$ cat src/rtl/lps_cfg.svh
// Constants of the sense block: offsets, fields, resets, timing.
// Assumes a 50 MHz clock; included by bare name.
`ifndef LPS_CFG_SVH
`define LPS_CFG_SVH

// Clock rate in kHz
`define LPS_CLK_KHZ       50000
// Ambient conversion period in ms and in cycles
`define LPS_ALS_CONV_MS   100
`define LPS_ALS_CONV_CYC  (`LPS_ALS_CONV_MS * `LPS_CLK_KHZ)
// Proximity conversion time in us and in cycles
`define LPS_PROX_CONV_US  540
`define LPS_PROX_CONV_CYC (`LPS_PROX_CONV_US * `LPS_CLK_KHZ / 1000)
// Net LED pulse in us and in cycles
`define LPS_LED_ON_US     100
`define LPS_LED_ON_CYC    (`LPS_LED_ON_US * `LPS_CLK_KHZ / 1000)
// Sleep step in ms; eight steps give the longest sleep
`define LPS_SLEEP_STEP_MS 100
`define LPS_SLEEP_MAX_MS  800
`define LPS_SLEEP_STEP_CYC (`LPS_SLEEP_STEP_MS * `LPS_CLK_KHZ)

// Register byte offsets
`define LPS_REG_CTRL      8'h00
`define LPS_REG_ALS_LO    8'h04
`define LPS_REG_ALS_HI    8'h08
`define LPS_REG_PROX_THR  8'h0C
`define LPS_REG_ALS_DATA  8'h10
`define LPS_REG_PROX_DATA 8'h14
`define LPS_REG_IRQ_STAT  8'h18
`define LPS_REG_IRQ_MASK  8'h1C
`define LPS_REG_STATE     8'h20

// Interrupt status and mask bit positions
`define LPS_IRQ_ALS_BIT   0
`define LPS_IRQ_PROX_BIT  1

// Reset values
`define LPS_CTRL_RST      12'h000
`define LPS_ALS_LO_RST    12'h000
`define LPS_ALS_HI_RST    12'hFFF
`define LPS_PROX_THR_RST  8'hFF
`define LPS_IRQ_MASK_RST  2'h3

// Bus responses
`define LPS_RESP_OKAY     2'h0
`define LPS_RESP_SLVERR   2'h2

`endif

$ cat src/rtl/lps_pkg.sv
// Types shared by the light and proximity sense block.
// Assumes nothing beyond a SystemVerilog compiler.
package lps_pkg;

	// Control register layout, bit 11 down to bit 0
	typedef struct packed {
		logic [1:0] prox_persist; // 0:1 1:4 2:8 3:16 consecutive triggers
		logic [1:0] als_persist;  // Same coding for ambient
		logic       resv;         // Reads zero
		logic [2:0] sleep_sel;    // Sleep (n+1) steps between proximity pulses
		logic       led_amp_hi;   // 0: low sink amplitude, 1: high
		logic       als_range_hi; // 0: low lux range, 1: high lux range
		logic       prox_en;      // Proximity sensing on
		logic       als_en;       // Ambient sensing on
	} lps_ctrl_t;

	// One finished conversion, handed to the persistence filter
	typedef struct packed {
		logic valid; // One-cycle pulse
		logic trig;  // Result is in trigger territory
	} lps_eval_t;

	// Proximity sequencer states
	typedef enum logic [1:0] {
		LPS_PX_OFF,
		LPS_PX_CONV,
		LPS_PX_SLEEP
	} lps_px_state_t;

endpackage

$ cat src/rtl/lps_persist.sv
// Consecutive-trigger filter for one sensing channel.
// Assumes eval pulses arrive on aclk; flush is held while the channel is off.
`timescale 1ns/10ps
`default_nettype none

module lps_persist
	import lps_pkg::*;
(
	input  wire logic       aclk,
	input  wire logic       aresetn,
	input  wire logic       flush,    // Channel disabled: forget the run
	input  wire logic [1:0] sel,      // Persistence code
	input  wire lps_eval_t  eval,     // Finished measurement
	output logic            fire      // One-cycle pulse when the run is long enough
);

	// Run length needed for a persistence code
	function automatic logic [4:0] need_of(input logic [1:0] code);
		case (code)
			2'h0: need_of = 5'h01;
			2'h1: need_of = 5'h04;
			2'h2: need_of = 5'h08;
			default: need_of = 5'h10;
		endcase
	endfunction

	logic [4:0] run; // Current consecutive trigger count, saturates at need

	// Counts only unbroken runs; saturating keeps firing on every further trigger
	always_ff @(posedge aclk) begin
		if (!aresetn || flush) begin
			run  <= 5'h00;
			fire <= 1'b0;
		end else begin
			fire <= 1'b0;
			if (eval.valid) begin
				if (!eval.trig) begin
					run <= 5'h00;
				end else if (run + 5'h01 >= need_of(sel)) begin
					run  <= need_of(sel);
					fire <= 1'b1;
				end else begin
					run <= run + 5'h01;
				end
			end
		end
	end

endmodule
`default_nettype wire

$ cat src/rtl/lps_top.sv
// Ambient light and proximity sequencer with interrupt logic and an AXI4-Lite slave.
// Assumes the front end sits on aclk and holds its codes at conversion end;
// the interrupt pin is open-drain with an external pull-up.
//
// Chosen here: register access over AXI4-Lite and the placing of the registers.
`timescale 1ns/10ps
`default_nettype none
`include "lps_cfg.svh"

module lps_top
	import lps_pkg::*;
#(
	parameter int unsigned ADDR_W         = 8,                      // AXI address width
	parameter int unsigned ALS_CONV_CYC   = `LPS_ALS_CONV_CYC,      // Ambient period
	parameter int unsigned PROX_CONV_CYC  = `LPS_PROX_CONV_CYC,     // Proximity conversion
	parameter int unsigned LED_ON_CYC     = `LPS_LED_ON_CYC,        // LED pulse
	parameter int unsigned SLEEP_STEP_CYC = `LPS_SLEEP_STEP_CYC     // One sleep step
) (
	input  wire logic              aclk,
	input  wire logic              aresetn,
	// AXI4-Lite slave
	input  wire logic [ADDR_W-1:0] awaddr,
	input  wire logic              awvalid,
	output logic                   awready,
	input  wire logic [31:0]       wdata,
	input  wire logic [3:0]        wstrb,
	input  wire logic              wvalid,
	output logic                   wready,
	output logic [1:0]             bresp,
	output logic                   bvalid,
	input  wire logic              bready,
	input  wire logic [ADDR_W-1:0] araddr,
	input  wire logic              arvalid,
	output logic                   arready,
	output logic [31:0]            rdata,
	output logic [1:0]             rresp,
	output logic                   rvalid,
	input  wire logic              rready,
	// Analog front end
	output logic                   als_convert,     // Ambient converter integrating
	output logic                   als_range_hi,    // Range select to the front end
	input  wire logic [11:0]       als_code,        // Ambient code, valid at conversion end
	output logic                   prox_convert,    // Proximity converter running
	input  wire logic [7:0]        prox_code,       // Proximity code, valid at conversion end
	output logic                   led_sink_drive,  // LED sink on
	output logic                   led_amp_hi,      // Sink amplitude select
	// Interrupt
	output logic                   irq,             // Level, high while unmasked status set
	input  wire logic              int_pin_i,       // Pad level readback
	output logic                   int_pin_o,       // Always low: open-drain
	output logic                   int_pin_oe_n     // Low while pulling the pin low
);

	// Parameters the counters cannot serve
	generate
		if (LED_ON_CYC == 0 || LED_ON_CYC >= PROX_CONV_CYC || ALS_CONV_CYC < 2) begin : g_chk
			$error("lps_top: timing parameters out of range");
		end
		if (ADDR_W < 6 || ADDR_W > 32) begin : g_chk_addr
			$error("lps_top: ADDR_W must cover the register map");
		end
	endgenerate

	localparam logic [31:0] ALS_LAST  = 32'(ALS_CONV_CYC - 1);
	localparam logic [31:0] PROX_LAST = 32'(PROX_CONV_CYC - 1);
	localparam logic [31:0] LED_LEN   = 32'(LED_ON_CYC);

	// Software registers
	lps_ctrl_t   ctrl;      // Enables, ranges, sleep, persistence
	logic [11:0] als_lo;    // Window low limit
	logic [11:0] als_hi;    // Window high limit
	logic [7:0]  prox_thr;  // Proximity threshold
	logic [11:0] als_data;  // Last ambient result
	logic [7:0]  prox_data; // Last proximity result
	logic [1:0]  irq_stat;  // Sticky interrupt status
	logic [1:0]  irq_mask;  // Interrupt enables

	// Write channel holding
	logic              aw_held;
	logic              w_held;
	logic [ADDR_W-1:0] aw_addr_q;
	logic [31:0]       w_data_q;
	logic [3:0]        w_strb_q;
	logic              wr_go;     // Both halves present: perform the write
	logic [31:0]       wr_bytes;  // Write data with unstrobed lanes zero

	// Sequencer state
	logic [31:0]   als_cnt;
	logic          als_done;     // Ambient conversion ends this cycle
	lps_px_state_t px_state;
	logic [31:0]   px_cnt;
	logic          px_done;      // Proximity conversion ends this cycle
	lps_eval_t     als_eval;
	lps_eval_t     prox_eval;
	logic          als_fire;
	logic          prox_fire;

	// Interrupt pin readback synchroniser
	logic int_s1;
	logic int_s2;
	logic int_s3;
	logic int_level;

	// Merge strobed lanes of new data over old
	function automatic logic [31:0] merge(input logic [31:0] old_v, input logic [31:0] new_v,
		input logic [3:0] strb);
		for (int i = 0; i < 4; i++) begin
			merge[8*i +: 8] = strb[i] ? new_v[8*i +: 8] : old_v[8*i +: 8];
		end
	endfunction

	// Address decode shared by read and write paths
	function automatic logic mapped(input logic [ADDR_W-1:0] a);
		case (8'(a))
			`LPS_REG_CTRL, `LPS_REG_ALS_LO, `LPS_REG_ALS_HI, `LPS_REG_PROX_THR,
			`LPS_REG_ALS_DATA, `LPS_REG_PROX_DATA, `LPS_REG_IRQ_STAT,
			`LPS_REG_IRQ_MASK, `LPS_REG_STATE: mapped = (a >> 8) == '0;
			default: mapped = 1'b0;
		endcase
	endfunction

	// Sleep length for a sleep code: (code + 1) steps, the top code is the longest
	function automatic logic [31:0] sleep_last(input logic [2:0] code);
		sleep_last = 32'((32'(code) + 32'h1) * SLEEP_STEP_CYC - 1);
	endfunction

	// ---------------- Bus slave ----------------

	// Address and data are taken independently; neither waits for the other
	assign awready  = !aw_held && !bvalid;
	assign wready   = !w_held && !bvalid;
	assign wr_go    = aw_held && w_held && !bvalid;
	assign wr_bytes = merge(32'h0, w_data_q, w_strb_q);
	assign arready  = !rvalid;

	// Write handshake and response
	always_ff @(posedge aclk) begin
		if (!aresetn) begin
			aw_held   <= 1'b0;
			w_held    <= 1'b0;
			aw_addr_q <= '0;
			w_data_q  <= 32'h0;
			w_strb_q  <= 4'h0;
			bvalid    <= 1'b0;
			bresp     <= `LPS_RESP_OKAY;
		end else begin
			if (awvalid && awready) begin
				aw_held   <= 1'b1;
				aw_addr_q <= awaddr;
			end
			if (wvalid && wready) begin
				w_held   <= 1'b1;
				w_data_q <= wdata;
				w_strb_q <= wstrb;
			end
			if (wr_go) begin
				// Unmapped writes get an error and change nothing, except that the IRQ_STAT clear decodes only the low address byte
				aw_held <= 1'b0;
				w_held  <= 1'b0;
				bvalid  <= 1'b1;
				bresp   <= mapped(aw_addr_q) ? `LPS_RESP_OKAY : `LPS_RESP_SLVERR;
			end else if (bvalid && bready) begin
				bvalid <= 1'b0;
			end
		end
	end

	// Writable configuration registers
	always_ff @(posedge aclk) begin
		if (!aresetn) begin
			ctrl     <= lps_ctrl_t'(`LPS_CTRL_RST);
			als_lo   <= `LPS_ALS_LO_RST;
			als_hi   <= `LPS_ALS_HI_RST;
			prox_thr <= `LPS_PROX_THR_RST;
			irq_mask <= `LPS_IRQ_MASK_RST;
		end else if (wr_go && mapped(aw_addr_q)) begin
			case (8'(aw_addr_q))
				`LPS_REG_CTRL: begin
					ctrl      <= lps_ctrl_t'(merge({20'h0, ctrl}, w_data_q, w_strb_q)
						& 32'h0000_0F7F);
				end
				`LPS_REG_ALS_LO: begin
					als_lo <= 12'(merge({20'h0, als_lo}, w_data_q, w_strb_q));
				end
				`LPS_REG_ALS_HI: begin
					als_hi <= 12'(merge({20'h0, als_hi}, w_data_q, w_strb_q));
				end
				`LPS_REG_PROX_THR: begin
					prox_thr <= 8'(merge({24'h0, prox_thr}, w_data_q, w_strb_q));
				end
				`LPS_REG_IRQ_MASK: begin
					irq_mask <= 2'(merge({30'h0, irq_mask}, w_data_q, w_strb_q));
				end
				default: begin
					// Read-only and status registers are handled elsewhere
				end
			endcase
		end
	end

	// Read data: registered so rdata is stable while rvalid waits for rready
	always_ff @(posedge aclk) begin
		if (!aresetn) begin
			rvalid <= 1'b0;
			rdata  <= 32'h0;
			rresp  <= `LPS_RESP_OKAY;
		end else if (arvalid && arready) begin
			rvalid <= 1'b1;
			rresp  <= mapped(araddr) ? `LPS_RESP_OKAY : `LPS_RESP_SLVERR;
			case (8'(araddr))
				`LPS_REG_CTRL:      rdata <= {20'h0, ctrl};
				`LPS_REG_ALS_LO:    rdata <= {20'h0, als_lo};
				`LPS_REG_ALS_HI:    rdata <= {20'h0, als_hi};
				`LPS_REG_PROX_THR:  rdata <= {24'h0, prox_thr};
				`LPS_REG_ALS_DATA:  rdata <= {20'h0, als_data};
				`LPS_REG_PROX_DATA: rdata <= {24'h0, prox_data};
				`LPS_REG_IRQ_STAT:  rdata <= {30'h0, irq_stat};
				`LPS_REG_IRQ_MASK:  rdata <= {30'h0, irq_mask};
				`LPS_REG_STATE: begin
					rdata <= {27'h0, int_level, led_sink_drive,
						px_state == LPS_PX_SLEEP, prox_convert, als_convert};
				end
				default:            rdata <= 32'h0;
			endcase
			if (!mapped(araddr)) begin
				rdata <= 32'h0;
			end
		end else if (rvalid && rready) begin
			rvalid <= 1'b0;
		end
	end

	// ---------------- Ambient channel ----------------

	// Free-running period counter; runs alongside the proximity sequencer
	always_ff @(posedge aclk) begin
		if (!aresetn || !ctrl.als_en) begin
			als_cnt     <= 32'h0;
			als_convert <= 1'b0;
			als_done    <= 1'b0;
		end else begin
			als_convert <= 1'b1;
			als_done    <= 1'b0;
			if (als_cnt == ALS_LAST) begin
				als_cnt  <= 32'h0;
				als_done <= 1'b1;
			end else begin
				als_cnt <= als_cnt + 32'h1;
			end
		end
	end

	// Range select goes straight to the front end; the code is passed on unscaled
	// so it stays proportional to lux within either range
	assign als_range_hi = ctrl.als_range_hi;

	// Capture the code and judge it against the window
	always_ff @(posedge aclk) begin
		if (!aresetn) begin
			als_data <= 12'h000;
			als_eval <= '0;
		end else begin
			als_eval.valid <= als_done;
			if (als_done) begin
				als_data      <= als_code;
				als_eval.trig <= (als_code < als_lo) || (als_code > als_hi);
			end
		end
	end

	// ---------------- Proximity channel ----------------

	// Convert, then sleep, then convert again while enabled
	always_ff @(posedge aclk) begin
		if (!aresetn || !ctrl.prox_en) begin
			px_state <= LPS_PX_OFF;
			px_cnt   <= 32'h0;
			px_done  <= 1'b0;
		end else begin
			px_done <= 1'b0;
			case (px_state)
				LPS_PX_OFF: begin
					px_state <= LPS_PX_CONV;
					px_cnt   <= 32'h0;
				end
				LPS_PX_CONV: begin
					if (px_cnt == PROX_LAST) begin
						px_state <= LPS_PX_SLEEP;
						px_cnt   <= 32'h0;
						px_done  <= 1'b1;
					end else begin
						px_cnt <= px_cnt + 32'h1;
					end
				end
				LPS_PX_SLEEP: begin
					if (px_cnt == sleep_last(ctrl.sleep_sel)) begin
						px_state <= LPS_PX_CONV;
						px_cnt   <= 32'h0;
					end else begin
						px_cnt <= px_cnt + 32'h1;
					end
				end
				default: begin
					px_state <= LPS_PX_OFF;
				end
			endcase
		end
	end

	// Both lag the state one cycle, so px_done falls in the last converting cycle
	always_ff @(posedge aclk) begin
		if (!aresetn || !ctrl.prox_en) begin
			led_sink_drive <= 1'b0;
			prox_convert   <= 1'b0;
		end else begin
			prox_convert   <= px_state == LPS_PX_CONV;
			led_sink_drive <= (px_state == LPS_PX_CONV) && (px_cnt < LED_LEN);
		end
	end

	assign led_amp_hi = ctrl.led_amp_hi;

	// Capture the code and judge it against the threshold
	always_ff @(posedge aclk) begin
		if (!aresetn) begin
			prox_data <= 8'h00;
			prox_eval <= '0;
		end else begin
			prox_eval.valid <= px_done;
			if (px_done) begin
				prox_data      <= prox_code;
				prox_eval.trig <= prox_code > prox_thr;
			end
		end
	end

	// ---------------- Interrupts ----------------

	// Independent persistence filters per channel
	lps_persist u_als_persist (
		.aclk    (aclk),
		.aresetn (aresetn),
		.flush   (!ctrl.als_en),
		.sel     (ctrl.als_persist),
		.eval    (als_eval),
		.fire    (als_fire)
	);

	lps_persist u_prox_persist (
		.aclk    (aclk),
		.aresetn (aresetn),
		.flush   (!ctrl.prox_en),
		.sel     (ctrl.prox_persist),
		.eval    (prox_eval),
		.fire    (prox_fire)
	);

	// Sticky status, cleared by writing one; a new event in the clearing cycle wins
	always_ff @(posedge aclk) begin
		if (!aresetn) begin
			irq_stat <= 2'h0;
		end else begin
			irq_stat[`LPS_IRQ_ALS_BIT] <= als_fire || (irq_stat[`LPS_IRQ_ALS_BIT]
				&& !(wr_go && 8'(aw_addr_q) == `LPS_REG_IRQ_STAT
				&& wr_bytes[`LPS_IRQ_ALS_BIT]));
			irq_stat[`LPS_IRQ_PROX_BIT] <= prox_fire || (irq_stat[`LPS_IRQ_PROX_BIT]
				&& !(wr_go && 8'(aw_addr_q) == `LPS_REG_IRQ_STAT
				&& wr_bytes[`LPS_IRQ_PROX_BIT]));
		end
	end

	// Pin and level output follow unmasked status; open-drain only ever pulls low
	assign irq          = |(irq_stat & irq_mask);
	assign int_pin_o    = 1'b0;
	assign int_pin_oe_n = !irq;

	// Pad readback: change accepted once stages two and three agree
	always_ff @(posedge aclk) begin
		if (!aresetn) begin
			int_s1    <= 1'b1;
			int_s2    <= 1'b1;
			int_s3    <= 1'b1;
			int_level <= 1'b1;
		end else begin
			int_s1 <= int_pin_i;
			int_s2 <= int_s1;
			int_s3 <= int_s2;
			if (int_s2 == int_s3) begin
				int_level <= int_s3;
			end
		end
	end

endmodule
`default_nettype wire

$ cat config.mk
export PLATFORM = sky130hd
export DESIGN_NAME = lps_top
export DESIGN_NICKNAME = d
export VERILOG_FILES = /design/src/rtl/lps_pkg.sv /design/src/rtl/lps_persist.sv /design/src/rtl/lps_top.sv
export VERILOG_INCLUDE_DIRS = /design/src /design/src/rtl
export SDC_FILE = /design/constraint.sdc
export NUM_CORES = 1
export LEC_CHECK = 0
export BUFFER_PORTS_ARGS = -buffer_cell sky130_fd_sc_hd__buf_2
export CORE_ASPECT_RATIO = 1.4
export CORE_MARGIN = 3
export CORE_UTILIZATION = 64
export DETAILED_ROUTE_END_ITERATION = 8
export PLACE_DENSITY_LB_ADDON = 0.15
export SYNTH_ARGS = -nofsm -noshare
export SYNTH_HDL_FRONTEND = slang
export SYNTH_SLANG_ARGS = --single-unit
export TNS_END_PERCENT = 30
$ cat constraint.sdc
create_clock -name aclk -period 17.5 [get_ports aclk]
set_clock_uncertainty 0.2 [all_clocks]
set_input_delay 3.5 -clock aclk [delete_from_list [all_inputs] [get_ports aclk]]
set_output_delay 3.5 -clock aclk [all_outputs]
set_load 0.02 [all_outputs]
== After elaboration in Yosys (flattened, before gate mapping) ==
Index checks and enable logic that the tools add are counted.
W data, S select, Z words.
Operators by class
  add/sub/neg operators: 6
  $mul: 1
  magnitude comparators: 6
  equality and inequality tests: 28
  muxes and demuxes: 39
  bitwise gates (word level): 7
  reduce and logical (&&, ||, !) cells: 56
Operators with widths (count)
  $pmux W12 S9: 1
  $mux W32: 3
  $pmux W32 S3: 1
  $add A32 B1 Y32 const B: 2
  $eq A8 B5 Y1 const B: 8
  $mux W5: 10
  $eq A32 B15 Y1 const B: 1
  $eq A32 B23 Y1 const B: 1
  $eq A32 B32 Y1: 1
  $eq A8 B4 Y1 const B: 4
  $lt A32 B13 Y1 const B: 1
  $pmux W5 S3: 2
  $sub A27 B1 Y28 const B: 1
  $reduce_and A3 Y1: 8
  $mul A4 B17 Y21 const B: 1
  $reduce_or A9 Y1: 2
  $eq A8 B3 Y1 const B: 2
  $eq A8 B6 Y1 const B: 2
  $logic_and A1 B1 Y1: 16
  $logic_not A8 Y1: 2
  $mux W1: 16
  $gt A12 B12 Y1: 1
  $lt A12 B12 Y1: 1
  $add A5 B1 Y5 const B: 2
  other kinds (20): 54
Word-level totals
  register bits after elaboration: 220
  input port bits: 80
  output and inout bits: 49
  logic and storage cells: 189

== Depth between registers and ports, before layout ==
Gate-level depths: netlist of run 1.
  depth after elaboration: 8
  depth in mapped cells: 21
  depth with buffers taken out: 18

== Cells and area by module ==
From an unflattened synthesis of run 1, not the netlist that was laid out.
Second synthesis, totals
  cells, all modules: 1431
  area total of the unflattened synthesis: 11850.1 sq um
By module, submodules not included
  lps_top: times used 1, cells each 1319, area each 10921.7 sq um, sequential area each 3723.6 sq um
  lps_persist: times used 2, cells each 56, area each 464.2 sq um, sequential area each 120.1 sq um

== Worst setup path after synthesis of run 1 ==
No wires, ideal clock.
  kind: register -> register
  start point: register ctrl[4] in the netlist's numbering
  end point: register px_cnt[30]
  setup time: 0.122 ns
  data arrival time: 5.229 ns
  data required time: 17.178 ns
  path slack: 11.949 ns
  stages on the path, launching flop included: 21
  path buffers: 2
  period minus slack after synthesis: 5.551 ns
  cell sequence: dfxtp_1 -> clkbuf_1 -> inv_1 -> ha_1 -> ha_1 -> xnor2_1 -> ha_1 -> inv_1 -> fa_1 -> nand2b_1 -> a21oi_1 -> xor2_1 -> nor4_2 -> nand4_1 -> or3_1 -> a22o_1 -> o41ai_4 -> a21oi_2 -> buf_6 -> and3_1 -> a221o_1
On the way
  longest elaborated chain between the ends: 6
RTL lines
  from (decl): line lps_top.sv:69  | lps_ctrl_t ctrl;
  from (signal assigned): line lps_top.sv:171  | ctrl <= lps_ctrl_t'(`LPS_CTRL_RST);
  from (signal assigned): line lps_top.sv:179  | ctrl <= lps_ctrl_t'(merge({20'h0, ctrl}, w_data_q, w_strb_q)
  $add A3 B1 Y4: line lps_top.sv:124  | sleep_last = 32'((32'(code) + 32'h1) * SLEEP_STEP_CYC - 1);
  $mul A4 B17 Y21: line lps_top.sv:124
  $sub A27 B1 Y28: line lps_top.sv:124
  $eq A32 B32 Y1: line lps_top.sv:296  | if (px_cnt == sleep_last(ctrl.sleep_sel)) begin
  $mux W32: line lps_top.sv:296
  $pmux W32 S3: line lps_top.sv:281  | case (px_state)
  to (signal assigned): line lps_top.sv:292  | px_cnt <= px_cnt + 32'h1;
  to (signal assigned): line lps_top.sv:300  | px_cnt <= px_cnt + 32'h1;
  to (decl): line lps_top.sv:91  | logic [31:0] px_cnt;
No other way between the ends.
A chain may end at the register's enable or synchronous reset.

== Final worst setup path of run 1 ==
  start point: register ctrl[4] in the netlist's numbering
  end point: register px_cnt[28]
Same word-level chain as after synthesis.

==> results.toml, run 1 <==
[synth]
synth_edf_count = 0
synth_cell_types = 78
synth.area.top_cells = "dfxtp_1, ha_1, nand2_1, mux2i_1, nor2b_1"
synth_warnings = 0
synthesis.area_sq_um = 11500
synth-adder-area-share = 0.0807
synth_xor_area_frac = 0.0533
yosys.area.top_type = "dfxtp_1"
ys_seq_area_frac = 0.345
synth_mux_area_frac = 0.0517
synth-main-ff-cell = "dfxtp_1"
synth_compound_area_frac = 0.161
synth_top_family_by_area = "simple AND/OR/NAND/NOR gates"
ys_seq_elements = 198
syn_avg_cell_area_sq_um = 8.30
synth_top_area_frac = 0.345
yosys.area_share.simple = 0.251
syn_inst = 1386
async_flop_share = 0

[worst_hold_path]
min_from = "int_s1"
hp-class = "flop to flop"

[placed_design]
gp_congestion = 0.897
dp_cells = 1650
placed_area_sq_um = 11900
portBuffers = 83
hpwl_um = 20900

[pwr]
vdd_drop_max_mv = 0.0823
power.total_uw = 913
cellLeakagePower_nw = 5.05
power_frac_comb = 0.050
p_switching_uw = 218
clkPwrFrac = 0.446
pwr-share-seq = 0.504
power.internal_uw = 695
netSwitchingFraction = 0.239
power_density_nw_per_um2 = 72.9

[grt]
grt_max_degree = 97
grt_pass1_vias = 9573
overflow = 0
grt_util_all_layers = 0.287
grt_pass1_wl_um = 46200
grt_antenna_before_repair = 1

[route]
ant_nets = 0
viasPerCell = 5.96
wirelength_um = 28200
drtIter0Drc = 730
drc = 0
drt_first_pass_iters = 7
wl_per_cell_um = 16.8
num_vias = 10019

[clock_tree]
clk_path_buf_depth = 2
cts_max_level = 4
clockRootBuffer = "clkbuf_16"
post_cts_buffers = 0
clk_pin_slew_ns = 0.07
clock_latency_ns = 0.44
hold_buffers = 0
cts_tree = "done"
cts_resized = 0
clock_sinks = 198
cts_made_buffers = 17

[critical_path]
startpoint = "ctrl[4]"
endpoint = "px_cnt[28]"
rr_endpoint = "px_cnt[28]"
crit_type = "flop to flop"
r2r_cells = 19
cp-start-kind = "flop"
cp-end-kind = "flop"
required_ns = 17.62
cp_max_fo = 50
rr_startpoint = "ctrl[4]"
critical_path_arrival_ns = 7.03
regToRegSetupSlack_ns = 10.59

[cells_and_area]
nets = 1586
nFillCells = 1441
finalNonFillerCells = 1682
syn_to_final_growth_pct = 8.93
drive_above_1_share = 0.0941
final_area_sq_um = 12500
insertedDiodeCount = 0

[floorplan]
dieArea_sq_um = 19600
boundaryPins = 129
die_w_um = 119
fp.dieH_um = 165
core_area_sq_um = 17500
start_util = 0.658
rows = 57

[timing]
fin_crit_sh = 0.395
timing.final.crit_period_ns = 6.91
rsz0062_at_grt = "false"
fin_setup_tns_ns = 0
tightest_slew_ns = 1.24
drv_slew = 0
holdWs_ns = 0.216
max_freq_mhz = 145
setup_violations = 0
hold_violations = 0
slew_headroom = 0.173

[run]
cap_violations = 0

[run_status]
status = "finished clean"
-- sequential cells by signal (all words and copies together), names as in the netlist, 2 cells and up --
register            flops
als_cnt                32
als_data               12
als_eval                2
als_hi                 12
als_lo                 12
aw_addr_q               8
ctrl                    9
irq_mask                2
irq_stat                2
prox_data               8
prox_eval               2
prox_thr                8
px_cnt                 32
px_state                2
rdata                  12
u_als_persist.run       5
u_prox_persist.run      5
w_data_q               12
w_strb_q                2
-- cells in the final DEF (no fill, tap or decap), types with 23 or more instances in the layout --
master and n:
nand3_1 60, dfxtp_1 198, o21ai_0 43, ha_1 71
inv_1 68, a21boi_0 25, xnor2_1 32, nor2b_1 67
nand2_1 163, mux2i_1 56, buf_2 83, nor2_1 110
and3_1 26, xor2_1 31, nand2b_1 30, a21oi_1 46
conb_1 23, nor3_1 27
-- stage by stage --
step / setup WS, ns / utilization
2_1_floorplan: 11.95 / -
3_3_place_gp: 10.79 / 0.682
3_5_place_dp: 10.64 / 0.682
4_1_cts: 10.66 / 0.717
5_1_grt: 10.31 / 0.717
6_report: 10.59 / 0.717
-- final cells by class --
| cell class | count | area, sq um | area share |
|---|---|---|---|
| Clock buffer | 19 | 453 | 0.0361 |
| Clock inverter | 13 | 158 | 0.0126 |
| Inverter | 69 | 259 | 0.0207 |
| Multi-Input combinational cell | 1062 | 6970 | 0.556 |
| Sequential cell | 198 | 3960 | 0.316 |
| Tap cell | 236 | 295 | 0.0236 |
| Timing Repair Buffer | 85 | 430 | 0.0344 |
-- worst max-delay path, stage by stage (launching register included) --
cell and delay (ns):
dfxtp_1 0.76, inv_1 0.31, ha_1 0.69, ha_1 0.37, xnor2_1 0.17, ha_1 0.24
inv_1 0.08, fa_1 0.40, nand2b_1 0.19, a21oi_1 0.26, xor2_1 0.19, nor4_2 0.56
nand4_1 0.22, or3_1 0.38, a22o_1 0.27, o41ai_4 0.61, a21oi_2 0.09, buf_4 0.30
and3_1 0.23, a221o_1 0.25
-- how the worst min path moves through the flow --
stage                        end  slack (ns)  depth (start not counted)
after floorplan           int_s2        0.19                          1
after global placement    int_s2        0.19                          1
after detailed placement  int_s2        0.20                          1
after CTS                 int_s2        0.22                          1
after global routing      int_s2        0.23                          1
final                     int_s2        0.22                          1
-- metal layers --
metal  global-route usage  part of all wire
met1                0.318              0.39
met2                0.533              0.52
met3               0.0435             0.041
met4                0.141             0.045
met5                    0           0.00035
-- cells in the mapped netlist (4+ instances only) --
cell type / instances
buf_4: 23
nand4_1: 22
a222oi_1: 12
nor2b_1: 67
a211oi_1: 6
o21a_1: 7
o211ai_1: 17
a21o_1: 15
nor4b_1: 5
clkbuf_1: 46
a221o_1: 4
o22ai_1: 7
nand3_1: 60
or3_1: 10
a31oi_1: 12
nor3_1: 27
o21ai_1: 4
inv_1: 68
nor2_1: 110
buf_2: 6
and3_1: 26
o21ai_0: 43
dfxtp_1: 198
nand2_1: 163
a21boi_0: 25
and2_1: 16
nand3b_1: 5
and4_1: 4
a21oi_1: 46
a22oi_1: 22
xnor2_1: 32
xor2_1: 31
ha_1: 71
nand2b_1: 30
a32oi_1: 4
a22o_1: 8
nor4_1: 17
mux2i_1: 56
-- power groups by stage --
| stage | clock (mW) | combinational, mW | sequential, mW |
|---|---|---|---|
| 6_report | 0.407 | 0.0455 | 0.460 |
| 2_1_floorplan | 0 | 0.0322 | 0.470 |
| 3_3_place_gp | 0 | 0.0437 | 0.471 |
| 3_5_place_dp | 0 | 0.0449 | 0.471 |
| 5_1_grt | 0.430 | 0.0507 | 0.461 |
| 4_1_cts | 0.411 | 0.0454 | 0.460 |
-- cell families (layout without fill, tap and decap cells) --
kind of cell | Yosys count | in the layout
muxes | 59 | 59
buffers and inverters | 148 | 186
AOI/OAI and AO/OA | 263 | 263
adders and majority gates | 73 | 73
and+or+nand+nor | 578 | 578
other | 1 | 23
xor gates and xnor gates | 66 | 66
DFF | 198 | 198
Power figures use the tool's default switching activity.
==> inputs of run 2 (changes only) <==
--- a/config.mk
+++ b/config.mk
@@ -6,10 +6,11 @@
 export SDC_FILE = /design/constraint.sdc
 export NUM_CORES = 1
 export LEC_CHECK = 0
+export ABC_AREA = 1
 export BUFFER_PORTS_ARGS = -buffer_cell sky130_fd_sc_hd__buf_2
 export CORE_ASPECT_RATIO = 1.4
 export CORE_MARGIN = 3
-export CORE_UTILIZATION = 64
+export CORE_UTILIZATION = 60
 export DETAILED_ROUTE_END_ITERATION = 8
 export PLACE_DENSITY_LB_ADDON = 0.15
 export SYNTH_ARGS = -nofsm -noshare
==> constraint.sdc (replaced) <==
create_clock -name aclk -period 7 [get_ports aclk]
set_clock_uncertainty 0.2 [all_clocks]
set_input_delay 1.4 -clock aclk [delete_from_list [all_inputs] [get_ports aclk]]
set_output_delay 1.4 -clock aclk [all_outputs]
set_load 0.02 [all_outputs]
==> results.toml, run 2 <==
[run_status]
status = "finished clean"

[clock_tree]
cts_resized = 0
clock_sinks = 198
cts_tree = "done"
hold_buffers = 0
cts_made_buffers = 17
clockRootBuffer = "clkbuf_16"
cts_max_level = 4
post_cts_buffers = 0
clk_path_buf_depth = 2
clock_latency_ns = 0.45
clk_pin_slew_ns = 0.08

[synth]
yosys.area.top_type = "dfxtp_1"
synthesis.area_sq_um = 11900
yosys-top-cells-count = "nand2_1, inv_1, dfxtp_1"
synth_edf_count = 0
synth_warnings = 0
synth-main-ff-cell = "dfxtp_1"
yosysMostFrequentCell = "nand2_1"
ys_seq_area_frac = 0.334
syn_inst = 1753
async_flop_share = 0
synth_top_area_frac = 0.334
synth.area.top_cells = "dfxtp_1, nand2_1, ha_1, inv_1, a21oi_1"
syn_avg_cell_area_sq_um = 6.76
ys_seq_elements = 198
synth_cell_types = 51

[critical_path]
cp-end-kind = "flop"
regToRegSetupSlack_ns = 1.65
crit_family = "simple AND/OR/NAND/NOR gates"
slowest_delay_ns = 0.59
critPathBufInv = 3
rr_startpoint = "ctrl[5]"
cp_max_fo = 33
required_ns = 7.12
critical_path_arrival_ns = 5.47
rr_endpoint = "px_cnt[9]"
slowest_stage = "ha_1"
cp-start-kind = "flop"
r2r_cells = 26
cp_common_cell = "nand2_1"
crit_type = "flop to flop"

[pwr]
cellLeakagePower_nw = 5.76
power.total_mw = 2.28
vdd_drop_max_mv = 0.169
power_density_nw_per_um2 = 176

[run]
cap_violations = 0

[floorplan]
dieArea_sq_um = 21500
die_w_um = 125
fp.dieH_um = 172
start_util = 0.615
rows = 60
core_area_sq_um = 19300
boundaryPins = 129

[grt]
overflow = 0
grt_pass1_vias = 10675
grt_pass1_wl_um = 50100
grt_max_degree = 56
grt_util_all_layers = 0.282
grt_antenna_before_repair = 0

[route]
wl_per_cell_um = 14.9
viasPerCell = 5.57
ant_nets = 0
drc = 0
num_vias = 11523
drtIter0Drc = 761
wirelength_um = 30800
drt_first_pass_iters = 6

[placed_design]
placed_area_sq_um = 12300
dp_cells = 2038
gp_congestion = 0.962
hpwl_um = 23000
portBuffers = 83
dp_slack_ns = 1.68

[timing]
setup_violations = 0
timing.final.crit_period_ns = 5.35
holdWs_ns = 0.215
rsz0062_at_grt = "false"
drv_slew = 0
hold_violations = 0
slew_headroom = 0.196
setup_ws_ns = 1.65
tightest_slew_ns = 1.21
fin_crit_sh = 0.764
max_freq_mhz = 187
fin_setup_tns_ns = 0

[worst_hold_path]
hold_depth = 1
min_from = "int_s1"
holdPathEnd = "int_s2"
hp-class = "flop to flop"

[cells_and_area]
layout_common_cells = "nand2_1, inv_1, dfxtp_1"
finalNonFillerCells = 2070
insertedDiodeCount = 0
final_common_cell = "nand2_1"
final_area_sq_um = 12900
syn_to_final_growth_pct = 8.85
drive_above_1_share = 0.0906
final_util = 0.669
nets = 1962
top_regs = "als_cnt (32), px_cnt (32)"
==> run 2: area by class of cell <==
cell class | count | area, sq um
multi-input combinational | 1274 | 6720
sequential | 198 | 3960
inverter | 231 | 867
timing repair buffer | 87 | 445
clock buffer | 17 | 425
tap | 248 | 310
fill | 1773 | 6390
clock inverter | 15 | 170
==> run 2: kinds of logic after synthesis <==
group           Yosys count  synth area share
other cells               1          0.000316
xor+xnor                 34            0.0257
fa+ha+maj                73            0.0783
simple gates            800             0.293
buf+inv                 303             0.106
compound gates          344             0.163
flops                   198             0.334
==> run 2: power breakdown <==
part | internal (mW) | switching (mW)
sequential | 1.14 | 0.00810
combinational | 0.0385 | 0.0927
clock | 0.486 | 0.509
==> run 2: worst max-delay path by stage <==
stage | startpoint | depth (start not counted) | end
after floorplan | ctrl[4] | 28 | px_cnt[24]
after global placement | ctrl[5] | 26 | px_cnt[15]
after detailed placement | ctrl[4] | 27 | px_cnt[9]
after CTS | ctrl[4] | 27 | px_cnt[14]
after global routing | ctrl[4] | 27 | px_cnt[1]
final | ctrl[5] | 26 | px_cnt[9]
==> run 2: metal layers <==
metal  vias up  GRT usage  share of wire
met5         -          0              0
met4         0      0.176          0.061
met3        99     0.0423          0.040
met2       310      0.504           0.50
met1      5270      0.317           0.40
li1       5844          -              -
==> inputs of run 3 (changes only) <==
--- a/config.mk
+++ b/config.mk
@@ -6,11 +6,11 @@
 export SDC_FILE = /design/constraint.sdc
 export NUM_CORES = 1
 export LEC_CHECK = 0
-export ABC_AREA = 1
+export ABC_AREA = 0
 export BUFFER_PORTS_ARGS = -buffer_cell sky130_fd_sc_hd__buf_2
 export CORE_ASPECT_RATIO = 1.4
 export CORE_MARGIN = 3
-export CORE_UTILIZATION = 60
+export CORE_UTILIZATION = 54
 export DETAILED_ROUTE_END_ITERATION = 8
 export PLACE_DENSITY_LB_ADDON = 0.15
 export SYNTH_ARGS = -nofsm -noshare
==> constraint.sdc (replaced) <==
create_clock -name aclk -period 4.34 [get_ports aclk]
set_clock_uncertainty 0.2 [all_clocks]
set_input_delay 0.868 -clock aclk [delete_from_list [all_inputs] [get_ports aclk]]
set_output_delay 0.868 -clock aclk [all_outputs]
set_load 0.02 [all_outputs]
==> results.toml, run 3 (same netlist as run 1, synthesis figures left out) <==
[run_status]
status = "finished with violations"
violations = "setup timing"

[floorplan]
core_area_sq_um = 20700
fp.dieH_um = 179
start_util = 0.555
boundaryPins = 129
die_w_um = 129
rows = 62
dieArea_sq_um = 23100

[critical_path]
critPathBufInv = 5
critical_path_arrival_ns = 5.28
cp-end-kind = "flop"
cp_common_cell = "ha_4"
crit_family = "compound AO/OA/AOI/OAI gates"
regToRegSetupSlack_ns = -0.81
required_ns = 4.48
cp_max_fo = 5
slowest_stage = "fa_1"
crit_type = "flop to flop"
cp-start-kind = "flop"
path_cells = "ha_4 > xor2_4 > ha_4 > inv_1 > fa_1 > inv_2 > ha_4 > o211ai_1 > buf_4 > nor3_4 > buf_6 > o211a_4 > o21ai_4 > or3_1 > o32a_1 > a22o_1 > o41ai_4 > a21oi_4 > buf_6 > and3_4 > a221o_1"
slowest_delay_ns = 0.52

[grt]
grt_max_degree = 47
grt_util_all_layers = 0.263
grt_antenna_before_repair = 3
grt_pass1_vias = 10057
overflow = 0
grt_pass1_wl_um = 48800

[timing]
rsz0062_at_grt = "true"
fin_crit_sh = 1.19
setup_ws_ns = -0.808
timing.final.crit_period_ns = 5.15
slew_headroom = 0.296
setup_violations = 34
fin_setup_tns_ns = -23.10
hold_violations = 0
drv_slew = 0
max_freq_mhz = 194
tightest_slew_ns = 1.05

[clock_tree]
cts_max_level = 4
cts_tree = "done"
clockRootBuffer = "clkbuf_16"
hold_buffers = 0
clk_path_buf_depth = 2
clock_sinks = 198
cts_made_buffers = 17
clk_pin_slew_ns = 0.08
clock_latency_ns = 0.45

[cells_and_area]
drive_above_1_share = 0.183
layout_common_cells = "dfxtp_1, nand2_1, nor2_1"
top_regs = "als_cnt (32), px_cnt (32)"
nets = 1680
final_common_cell = "dfxtp_1"
syn_to_final_growth_pct = 19.4

[placed_design]
portBuffers = 83
hpwl_um = 22800
dp_slack_ns = -0.728
gp_congestion = 0.911

[worst_hold_path]
hp-class = "flop to flop"

[pwr]
power_density_nw_per_um2 = 271
cellLeakagePower_nw = 5.62
vdd_drop_max_mv = 0.356

[route]
wl_per_cell_um = 16.9
drc = 0
drt_first_pass_iters = 5
wirelength_um = 30400
num_vias = 10257
drtIter0Drc = 580
ant_nets = 0
viasPerCell = 5.71

[run]
cap_violations = 0
-- run 3: cell count changes in the layout (fill, tap and decap cells not counted), sizes merged, moves of 55 or more --
| cell | delta |
|---|---|
| a21oi | -118 |
| mux2i | +56 |
| buf | +91 |
| nor2 | -90 |
| nor2b | +67 |
| o21ai | -55 |
| nand2 | -239 |
| inv | -167 |
-- run 3: final timing paths --
path / from / end / cells after the start
max reg2reg: ctrl[4] / px_cnt[17] / 21
max: ctrl[4] / px_cnt[17] / 21
min reg2reg: int_s1 / int_s2 / 1
min: int_s1 / int_s2 / 1
-- run 3: timing repair --
action | CTS | global route
resized for setup | 33 | 41
buffers inserted | 9 | 9
pin swaps | 10 | 19
endpoints found under the setup margin | 34 | 34
gates cloned | 3 | 0
-- run 3: layout make-up --
cell class              instances  area (sq um)
repair buffers                179          1240
well taps                     256           320
clock inverters                13           168
inverters                      69           263
diodes                          1          2.50
clock buffers                  19           453
multi-input cells            1062          7320
fillers                      1815          6980
flip-flops and latches        198          3970
-- run 3: report_power, final --
group | total, mW | switching (mW) | internal, mW
logic | 0.182 | 0.114 | 0.0677
registers | 1.86 | 0.0245 | 1.84
clock network | 1.68 | 0.732 | 0.946
-- run 3: worst register-to-register path, delay by kind of cell, from the launching register on --
family                     cells  cell delay (ns)
AOI/OAI and AO/OA              8             1.77
buffers and inverters          5             0.60
adders and majority gates      4             1.25
DFF                            1             0.37
xor gates and xnor gates       1             0.17
and+or+nand+nor                3             0.70
-- run 3: per-stage QoR --
| step | util | hold slack (ns) | cell area [sq um] | power, mW | instances |
|---|---|---|---|---|---|
| final | 0.663 | 0.220 | 13700 | 3.72 | 1797 |
| after global routing | 0.663 | 0.251 | 13700 | 3.83 | 1796 |
| after CTS | 0.653 | 0.223 | 13500 | 3.73 | 1787 |
| after detailed placement | 0.611 | 0.197 | 12700 | 2.08 | 1743 |
| after global placement | 0.611 | 0.192 | 12700 | 2.08 | 1743 |
| after floorplan | - | 0.186 | 11700 | 2.02 | 1408 |
-- run 3: metal layers --
layer | part of all wire | vias up | track usage
li1 | - | 5111 | -
met1 | 0.39 | 4879 | 0.283
met2 | 0.54 | 196 | 0.498
met3 | 0.033 | 67 | 0.0432
met4 | 0.036 | 4 | 0.116
met5 | 0.00062 | - | 0
